--- config.mk ---
export PLATFORM = sky130hd
export DESIGN_NAME = ts_packet_insertion_ctrl
export DESIGN_NICKNAME = d
export VERILOG_FILES = /design/src/ins_ctrl_pkg.sv /design/src/ins_fifo.sv /design/src/ts_packet_insertion_ctrl.sv
export SDC_FILE = /design/constraint.sdc
export NUM_CORES = 2
export LEC_CHECK = 0
export BUFFER_PORTS_ARGS = -buffer_cell sky130_fd_sc_hd__buf_2
export CAP_MARGIN = 5
export CORE_MARGIN = 2
export CORE_UTILIZATION = 30
export DETAILED_ROUTE_END_ITERATION = 10
export SYNTH_ARGS = -nofsm -noshare
export SYNTH_HDL_FRONTEND = slang
export SYNTH_SLANG_ARGS = --single-unit
--- constraint.sdc ---
create_clock -name clk -period 7 [get_ports clk]
set_input_delay 0.7 -clock clk [delete_from_list [all_inputs] [get_ports clk]]
set_output_delay 0.7 -clock clk [all_outputs]
set_load 0.01 [all_outputs]
--- src/ins_ctrl_pkg.sv ---
// constants and types for the transport-stream packet insertion controller
// What this block does
// - with insertion off, write_index_clear zeroes the write pointer; self-clearing, else ignored.
// - write_index shows next RAM slot written; increments per port write while disabled.
// - with insertion off, read_index_clear zeroes the read pointer; self-clearing, else ignored.
// - read_index shows next slot read; while armed shows slot being fetched.
// - reserved bits of both control registers ignore writes and read zero.
// - fill_ones_trigger fills RAM from write_index onward with all-ones words.
// - writing one to insertion_arm enables packet insertion.
// - hardware clears insertion_arm after a packet insertion completes.
// - setting insertion_arm resets both read and write pointers to zero.
// - when armed, insert packet once stream gap reaches or exceeds gap_offset_time.
// - gap_offset_time: bits 15:12 cycle count, bits 11:0 cycle offset.
// - each insertion_ram_port write while disabled and idle stores its word at the current write pointer.
// - insertion RAM is not cleared by reset; contents undefined until written.
package ins_ctrl_pkg;
	localparam logic [7:0] OFF_RAM_PORT = 8'hA4;
	localparam logic [7:0] OFF_CSR0 = 8'hA8;
	localparam logic [7:0] OFF_CSR1 = 8'hAC;
	localparam int BIT_WR_CLEAR = 30;
	localparam int BIT_WR_IDX_LO = 24;
	localparam int BIT_RD_CLEAR = 22;
	localparam int BIT_RD_IDX_LO = 16;
	localparam int BIT_BUF_SEL_LO = 8;
	localparam int BIT_FILL = 7;
	localparam int BIT_ARM = 6;
	localparam int BIT_LEN_LO = 0;
	localparam int IDX_W = 6;
	localparam int BUF_SEL_W = 3;
	localparam int GAP_W = 16;
	localparam int GAP_CYCLE_OFFSET_W = 12;
	localparam logic [31:0] FILL_WORD = 32'hFFFFFFFF;
	localparam logic [IDX_W-1:0] RST_IDX = 6'h00;
	localparam logic [BUF_SEL_W-1:0] RST_BUF_SEL = 3'h0;
	localparam logic [GAP_W-1:0] RST_GAP = 16'h0000;
	localparam int FIFO_DEPTH = 4;

	typedef enum logic [3:0] {
		ST_IDLE = 4'b0001,
		ST_FETCH = 4'b0010,
		ST_DRAIN = 4'b0100,
		ST_FILL = 4'b1000
	} ins_state_t;
endpackage

--- src/ins_fifo.sv ---
// small flip-flop FIFO with valid/ready on both sides
`timescale 1ns/1ns
`default_nettype none
module ins_fifo #(
	parameter int WIDTH = 33,
	parameter int DEPTH = 4
) (
	input wire logic clk,
	input wire logic rst_n,
	input wire logic in_valid,
	output logic in_ready,
	input wire logic [WIDTH-1:0] in_data,
	output logic out_valid,
	input wire logic out_ready,
	output logic [WIDTH-1:0] out_data
);
	localparam int PW = (DEPTH > 1) ? $clog2(DEPTH) : 1;
	localparam int CW = $clog2(DEPTH + 1);

	logic [WIDTH-1:0] mem [DEPTH];
	logic [PW-1:0] wr_ptr;
	logic [PW-1:0] rd_ptr;
	logic [CW-1:0] count;
	logic push;
	logic pop;

	assign in_ready = (count != CW'(DEPTH));
	assign out_valid = (count != '0);
	assign out_data = mem[rd_ptr];
	assign push = in_valid && in_ready;
	assign pop = out_valid && out_ready;

	always_ff @(posedge clk or negedge rst_n) begin
		if (!rst_n) begin
			wr_ptr <= '0;
			rd_ptr <= '0;
			count <= '0;
		end else begin
			if (push) begin
				wr_ptr <= (wr_ptr == PW'(DEPTH - 1)) ? '0 : wr_ptr + 1'b1;
			end
			if (pop) begin
				rd_ptr <= (rd_ptr == PW'(DEPTH - 1)) ? '0 : rd_ptr + 1'b1;
			end
			if (push && !pop) begin
				count <= count + 1'b1;
			end else if (pop && !push) begin
				count <= count - 1'b1;
			end
		end
	end

	// data storage needs no reset; valid is governed by count
	always_ff @(posedge clk) begin
		if (push) begin
			mem[wr_ptr] <= in_data;
		end
	end
endmodule // ins_fifo
`default_nettype wire

--- src/ts_packet_insertion_ctrl.sv ---
// control, status and packet RAM for one transport-stream insertion buffer
`timescale 1ns/1ns
`default_nettype none
module ts_packet_insertion_ctrl #(
	parameter int DEPTH = 64,
	parameter int FIFO_WORDS = ins_ctrl_pkg::FIFO_DEPTH
) (
	input wire logic clk,
	input wire logic arst_n,
	input wire logic reg_cs,
	input wire logic reg_wr,
	input wire logic reg_rd,
	input wire logic [7:0] reg_addr,
	input wire logic [31:0] reg_wdata,
	output logic [31:0] reg_rdata,
	input wire logic [15:0] ts_gap_time,
	output logic ins_valid,
	input wire logic ins_ready,
	output logic [31:0] ins_data,
	output logic ins_last,
	output logic [2:0] ins_buffer_select,
	output logic ins_done,
	output logic ins_armed
);
	localparam int IW = ins_ctrl_pkg::IDX_W;
	localparam int FW = 33;

	typedef struct packed {
		ins_ctrl_pkg::ins_state_t st;
		logic arm;
		logic [IW-1:0] wr_idx;
		logic [IW-1:0] rd_idx;
		logic [ins_ctrl_pkg::BUF_SEL_W-1:0] buf_sel;
		logic [IW-1:0] len;
		logic [ins_ctrl_pkg::GAP_W-1:0] gap_thr;
		logic [31:0] rdata;
		logic out_valid;
		logic [31:0] out_data;
		logic out_last;
		logic [ins_ctrl_pkg::BUF_SEL_W-1:0] out_sel;
		logic done;
	} ctrl_state_t;

	ctrl_state_t cur;
	ctrl_state_t nxt;

	logic rst_meta;
	logic rst_n;
	logic [31:0] ram [DEPTH];
	logic ram_we;
	logic [IW-1:0] ram_waddr;
	logic [31:0] ram_wdata;
	logic fifo_in_valid;
	logic fifo_in_ready;
	logic [FW-1:0] fifo_in_data;
	logic fifo_out_valid;
	logic fifo_out_ready;
	logic [FW-1:0] fifo_out_data;
	logic wr_port;
	logic rd_port;
	logic wr_csr0;
	logic wr_csr1;
	logic gap_ok;
	logic fetch_last;

	// reset release through two flops
	always_ff @(posedge clk or negedge arst_n) begin
		if (!arst_n) begin
			rst_meta <= 1'b0;
			rst_n <= 1'b0;
		end else begin
			rst_meta <= 1'b1;
			rst_n <= rst_meta;
		end
	end

	assign wr_port = reg_cs && reg_wr && (reg_addr == ins_ctrl_pkg::OFF_RAM_PORT);
	assign rd_port = reg_cs && reg_rd && (reg_addr == ins_ctrl_pkg::OFF_RAM_PORT);
	assign wr_csr0 = reg_cs && reg_wr && (reg_addr == ins_ctrl_pkg::OFF_CSR0);
	assign wr_csr1 = reg_cs && reg_wr && (reg_addr == ins_ctrl_pkg::OFF_CSR1);
	// cycle offset never exceeds its range, so the packed value compares as a number
	assign gap_ok = (ts_gap_time >= cur.gap_thr);
	assign fetch_last = (cur.rd_idx == cur.len - 1'b1);

	ins_fifo #(
		.WIDTH(FW),
		.DEPTH(FIFO_WORDS)
	) u_fifo (
		.clk(clk),
		.rst_n(rst_n),
		.in_valid(fifo_in_valid),
		.in_ready(fifo_in_ready),
		.in_data(fifo_in_data),
		.out_valid(fifo_out_valid),
		.out_ready(fifo_out_ready),
		.out_data(fifo_out_data)
	);

	assign fifo_out_ready = !cur.out_valid || ins_ready;
	assign fifo_in_valid = (cur.st == ins_ctrl_pkg::ST_FETCH);
	assign fifo_in_data = {fetch_last, ram[cur.rd_idx]};

	// packet RAM is left uninitialised by reset
	always_ff @(posedge clk) begin
		if (ram_we) begin
			ram[ram_waddr] <= ram_wdata;
		end
	end

	always_comb begin
		nxt = cur;
		ram_we = 1'b0;
		ram_waddr = cur.wr_idx;
		ram_wdata = reg_wdata;
		nxt.done = 1'b0;
		nxt.rdata = 32'h00000000;

		// register reads; reserved and self-clearing bits read zero
		if (reg_cs && reg_rd) begin
			case (reg_addr)
				ins_ctrl_pkg::OFF_CSR0: begin
					nxt.rdata[ins_ctrl_pkg::BIT_WR_IDX_LO +: IW] = cur.wr_idx;
					nxt.rdata[ins_ctrl_pkg::BIT_RD_IDX_LO +: IW] = cur.rd_idx;
					nxt.rdata[ins_ctrl_pkg::BIT_BUF_SEL_LO +: ins_ctrl_pkg::BUF_SEL_W] =
						cur.buf_sel;
					nxt.rdata[ins_ctrl_pkg::BIT_ARM] = cur.arm;
					nxt.rdata[ins_ctrl_pkg::BIT_LEN_LO +: IW] = cur.len;
				end
				ins_ctrl_pkg::OFF_CSR1: begin
					nxt.rdata[ins_ctrl_pkg::GAP_W-1:0] = cur.gap_thr;
				end
				ins_ctrl_pkg::OFF_RAM_PORT: begin
					if (!cur.arm && cur.st == ins_ctrl_pkg::ST_IDLE) begin
						nxt.rdata = ram[cur.rd_idx];
					end
				end
				default: begin
					nxt.rdata = 32'h00000000;
				end
			endcase
		end

		// port accesses only while disabled and idle
		if (!cur.arm && cur.st == ins_ctrl_pkg::ST_IDLE) begin
			if (wr_port) begin
				ram_we = 1'b1;
				nxt.wr_idx = cur.wr_idx + 1'b1;
			end
			if (rd_port) begin
				nxt.rd_idx = cur.rd_idx + 1'b1;
			end
		end

		if (wr_csr1) begin
			nxt.gap_thr = reg_wdata[ins_ctrl_pkg::GAP_W-1:0];
		end

		// output register stage
		if (fifo_out_ready) begin
			nxt.out_valid = fifo_out_valid;
			nxt.out_data = fifo_out_data[31:0];
			nxt.out_last = fifo_out_data[32];
		end

		case (cur.st)
			ins_ctrl_pkg::ST_IDLE: begin
				if (cur.arm && gap_ok) begin
					if (cur.len == '0) begin
						nxt.arm = 1'b0;
						nxt.done = 1'b1;
					end else begin
						nxt.st = ins_ctrl_pkg::ST_FETCH;
						nxt.rd_idx = ins_ctrl_pkg::RST_IDX;
						nxt.out_sel = cur.buf_sel;
					end
				end
			end
			ins_ctrl_pkg::ST_FETCH: begin
				if (fifo_in_ready) begin
					nxt.rd_idx = cur.rd_idx + 1'b1;
					if (fetch_last) begin
						nxt.st = ins_ctrl_pkg::ST_DRAIN;
					end
				end
			end
			ins_ctrl_pkg::ST_DRAIN: begin
				if (cur.out_valid && ins_ready && cur.out_last) begin
					nxt.st = ins_ctrl_pkg::ST_IDLE;
					nxt.arm = 1'b0;
					nxt.done = 1'b1;
				end
			end
			ins_ctrl_pkg::ST_FILL: begin
				ram_we = 1'b1;
				ram_wdata = ins_ctrl_pkg::FILL_WORD;
				nxt.wr_idx = cur.wr_idx + 1'b1;
				if (cur.wr_idx == IW'(DEPTH - 1)) begin
					nxt.st = ins_ctrl_pkg::ST_IDLE;
				end
			end
			default: begin
				nxt.st = ins_ctrl_pkg::ST_IDLE;
			end
		endcase

		// control register write; the hardware clear beats a software set
		if (wr_csr0) begin
			nxt.buf_sel = reg_wdata[ins_ctrl_pkg::BIT_BUF_SEL_LO +: ins_ctrl_pkg::BUF_SEL_W];
			nxt.len = reg_wdata[ins_ctrl_pkg::BIT_LEN_LO +: IW];
			if (!cur.arm && cur.st == ins_ctrl_pkg::ST_IDLE) begin
				if (reg_wdata[ins_ctrl_pkg::BIT_WR_CLEAR]) begin
					nxt.wr_idx = ins_ctrl_pkg::RST_IDX;
				end
				if (reg_wdata[ins_ctrl_pkg::BIT_RD_CLEAR]) begin
					nxt.rd_idx = ins_ctrl_pkg::RST_IDX;
				end
				if (reg_wdata[ins_ctrl_pkg::BIT_FILL] && !reg_wdata[ins_ctrl_pkg::BIT_ARM]) begin
					nxt.st = ins_ctrl_pkg::ST_FILL;
				end
			end
			if (reg_wdata[ins_ctrl_pkg::BIT_ARM]) begin
				if (!cur.arm) begin
					nxt.st = ins_ctrl_pkg::ST_IDLE; // arming stops a running fill
					nxt.arm = 1'b1;
					nxt.wr_idx = ins_ctrl_pkg::RST_IDX;
					nxt.rd_idx = ins_ctrl_pkg::RST_IDX;
					nxt.done = 1'b0;
				end
			end else if (cur.st == ins_ctrl_pkg::ST_IDLE) begin
				nxt.arm = 1'b0;
			end
		end
	end

	always_ff @(posedge clk or negedge rst_n) begin
		if (!rst_n) begin
			cur.st <= ins_ctrl_pkg::ST_IDLE;
			cur.arm <= 1'b0;
			cur.wr_idx <= ins_ctrl_pkg::RST_IDX;
			cur.rd_idx <= ins_ctrl_pkg::RST_IDX;
			cur.buf_sel <= ins_ctrl_pkg::RST_BUF_SEL;
			cur.len <= ins_ctrl_pkg::RST_IDX;
			cur.gap_thr <= ins_ctrl_pkg::RST_GAP;
			cur.rdata <= 32'h00000000;
			cur.out_valid <= 1'b0;
			cur.out_data <= 32'h00000000;
			cur.out_last <= 1'b0;
			cur.out_sel <= ins_ctrl_pkg::RST_BUF_SEL;
			cur.done <= 1'b0;
		end else begin
			cur <= nxt;
		end
	end

	assign reg_rdata = cur.rdata;
	assign ins_valid = cur.out_valid;
	assign ins_data = cur.out_data;
	assign ins_last = cur.out_last;
	assign ins_buffer_select = cur.out_sel;
	assign ins_done = cur.done;
	assign ins_armed = cur.arm;
endmodule // ts_packet_insertion_ctrl
`default_nettype wire

==> flow_metrics.env <==
export IMPL_run_status="complete, no violations"
export IMPL_drt_first_pass_iters=6
export IMPL_synthArstFlopShare_pct=5.259
export IMPL_start_util_pct=30.11
export IMPL_grt_overflow_total=0
export IMPL_cp_arrival_ns=5.14
export IMPL_p_total_mw=28.44
export IMPL_drive_gt1_share_pct=30.62
export IMPL_drv_slew=0
export IMPL_antenna_found_initial=27
export IMPL_clock_latency_ns=0.88
export IMPL_gp_congestion=0.8328
export IMPL_worstSetupPathDepth=7
export IMPL_startpoint_type="flop"
export IMPL_critical_path_max_fanout=17
export IMPL_r2r_start="cur[108]"
export IMPL_dp_hpwl_mm=142.5
export IMPL_cp_startpoint="cur[108]"
export IMPL_ys_top_cells_by_area="edfxtp_1 73%, mux4_2 15%, dfrtp_1 3.4%"
export IMPL_synth_top_family_by_area="multiplexers"
export IMPL_syn_area_sq_mm=0.08930
export IMPL_worst_pin_slew_ns=1.314
export IMPL_synthAdderAreaFrac_pct=0.3867
export IMPL_crit_top_cell="and2_1"
export IMPL_p_per_area_mw_per_mm2=278.6
export IMPL_regArea_sq_mm=0.06851
export IMPL_ys_ff_latch=2301
export IMPL_p_leak_nw=30.96
export IMPL_grt_use_total_pct=15.21
export IMPL_fin_nets=4322
export IMPL_yosys_area_top_type="edfxtp_1"
export IMPL_cp_slowest_cell="nor2_4"
export IMPL_clock_fmax_ghz=0.2151
export IMPL_via_per_inst=5.078
export IMPL_pin_count=133
export IMPL_synth_mux_area_share_pct=16.91
export IMPL_drt_iter0_markers=5528
export IMPL_dominantRegCellSynth="edfxtp_1"
export IMPL_synthXorXnorAreaFrac_pct=0.2060
export IMPL_cp_num_buf_inv=1
export IMPL_num_vias=42410
export IMPL_wire_per_inst_um=28.02
export IMPL_setup_violations=0
export IMPL_path_cells="nor4b_2 > and2_1 > a31o_2 > and2_1 > nand2_1 > nor2_4 > buf_4"
export IMPL_drt_wl_total_mm=234.0
export IMPL_max_slew_margin_rel_pct=12.43
export IMPL_multi_input_area_sq_mm=0.01975
export IMPL_fp_dieW_um=549.6
export IMPL_synth_seq_area_share_pct=76.70
export IMPL_syn_to_final_growth_pct=14.35
export IMPL_min_path_type="in2reg"
export IMPL_n_fill_cell=27210
export IMPL_slowest_delay_ns=1.03
export IMPL_floorplan_die_area_sq_mm=0.3020
export IMPL_syn_inst=4035
export IMPL_yosysUniqueCellTypes=61
export IMPL_yosys_warnings=0
export IMPL_final_antenna_net_count=0
export IMPL_grt_pass1_wl_mm=327.3
export IMPL_synth_compound_area_share_pct=2.221
export IMPL_cp_required_ns=7.50
export IMPL_ir_worst_vdd_mv=0.2806
export IMPL_hold_viol_final=0
export IMPL_grt_setup_unrepaired="no"
export IMPL_finClkSkew_ns=0.07167
export IMPL_fin_crit_sh_pct=66.41
export IMPL_grt_max_degree=69
export IMPL_clk_path_buf_depth=3
export IMPL_synth_edff_count=2180
export IMPL_cts_resized=0
export IMPL_crit_end="ram[13][29]"
export IMPL_die_h_um=549.6
export IMPL_rows=200
export IMPL_coreArea_sq_mm=0.2965
export IMPL_netlist_area_leader_share_pct=73.31
export IMPL_h_tree_depth=4
export IMPL_cts_sinks=2301
export IMPL_timing_setup_tns_ns=0
export IMPL_max_cap_violations=0
export IMPL_synthSimpleGateAreaFrac_pct=1.737
export IMPL_numPortBuffers=132
export IMPL_cts_buffers_inserted=216
export IMPL_syn_area_per_cell_sq_um=22.13
export IMPL_r2r_end="ram[13][29]"
export IMPL_crit_family="simple AND/OR/NAND/NOR gates"
export IMPL_drc=0
export IMPL_critPathKind="reg2reg"
export IMPL_dp_cells=7953
export IMPL_cp_end_kind="flop"
export IMPL_grt_pass1_vias=42040
export IMPL_root_buffer="clkbuf_16"
export IMPL_final_cells=8351
export IMPL_min_period_ns=4.648
export IMPL_ff2ff_path_depth=7
export IMPL_r2r_slack_ns=2.35
export IMPL_mappedNetlistNets=4124
export IMPL_cts_clk_slew_worst_paths_ns=0.06
export IMPL_tritoncts="built"
-- metrics by stage --
stage	area (sq um)	worst slack [ns]	util [%]	hold slack, ns
CTS	102100	2.386	34.43	0.02164
global placement	95060	1.858	32.06	0.3371
global route	102100	2.217	34.43	0.06460
floorplan	89300	3.276	-	0.3312
finish	102100	2.352	34.43	0.08934
detailed placement	95060	1.763	32.06	0.3450
-- final cells by class --
type,instances,share of cell area [%]
Timing Repair Buffer,262,1.752
Clock inverter,127,1.305
Clock buffer,267,5.582
Sequential cell,2301,67.10
Inverter,24,0.08823
Multi-Input combinational cell,1428,19.34
Tap cell,3939,4.827
Antenna cell,3,0.007352
-- worst min-delay path by stage --
stage / startpoint / endpoint / slack [ns] / depth (start not counted)
6_report: reg_wdata[8] / cur[92] / 0.09 / 3
5_1_grt: reg_wdata[13] / cur[83] / 0.06 / 2
4_1_cts: reg_wdata[13] / cur[83] / 0.02 / 2
3_5_place_dp: rst_meta / rst_n / 0.34 / 0
3_3_place_gp: rst_meta / rst_n / 0.34 / 0
2_1_floorplan: rst_meta / rst_n / 0.33 / 0
-- routing by layer --
| layer | routed length, um | vias to the layer above | global-route usage (%) |
|---|---|---|---|
| met5 | 86 | - | 0 |
| met4 | 6992 | 14 | 4.746 |
| met3 | 19980 | 340 | 3.444 |
| met2 | 111900 | 1905 | 24.40 |
| met1 | 95060 | 22930 | 20.52 |
| li1 | - | 17220 | - |
-- synth_stat cells, types with 19 or more instances --
master,number
edfxtp_1,2180
mux4_2,585
nor2_1,124
dfrtp_1,120
mux2i_1,119
a22oi_1,115
clkbuf_1,99
buf_4,94
nand2_1,71
mux2_2,65
a21oi_1,55
buf_2,51
or2_2,34
buf_1,28
ha_1,26
inv_1,23
nand3_1,23
a211o_1,20
and2_1,19
-- cells in the final DEF, fill, tap and decap left out, drive strengths merged, types with 32 or more instances in the layout --
cell / instances
mux2: 65
mux2i: 119
mux4: 585
a21oi: 69
inv: 32
nand2: 71
clkinv: 90
clkbuf: 267
buf: 261
a22oi: 115
edfxtp: 2180
nor2: 124
or2: 34
dfrtp: 120
-- report_power, final --
part	switching, mW	internal, mW	total, mW
registers	0.0982	15.2	15.3
clock network	5.12	6.50	11.6
logic	0.923	0.609	1.53
-- state kept, by name, indices dropped and copies added (netlist names), 2 cells and up --
| signal | flops |
|---|---|
| ram | 2048 |
| u_fifo.mem | 132 |
| cur | 35 |
| ins_data | 32 |
| reg_rdata | 32 |
| ram_waddr | 6 |
| ins_buffer_select | 3 |
| u_fifo.count | 3 |
| u_fifo.rd_ptr | 2 |
| u_fifo.wr_ptr | 2 |
-- worst register-to-register path, stage by stage, from the launching register on --
cell,delay (ns)
dfstp_2,0.59
nor4b_2,0.73
and2_1,0.23
a31o_2,0.35
and2_1,0.25
nand2_1,0.70
nor2_4,1.03
buf_4,0.41
-- logic make-up after synthesis --
family	after synthesis
adders and majority gates	27
and+or+nand+nor	327
xor gates and xnor gates	21
DFF	2301
muxes	769
buffers and inverters	306
other	1
AOI/OAI and AO/OA	283
-- what timing repair did --
| item | 4_1_cts | 5_1_grt |
|---|---|---|
| hold buffers | 1 | 0 |
| setup buffers | 0 | 0 |
| hold endpoints to repair | 2 | 0 |
Power figures use the tool's default switching activity.
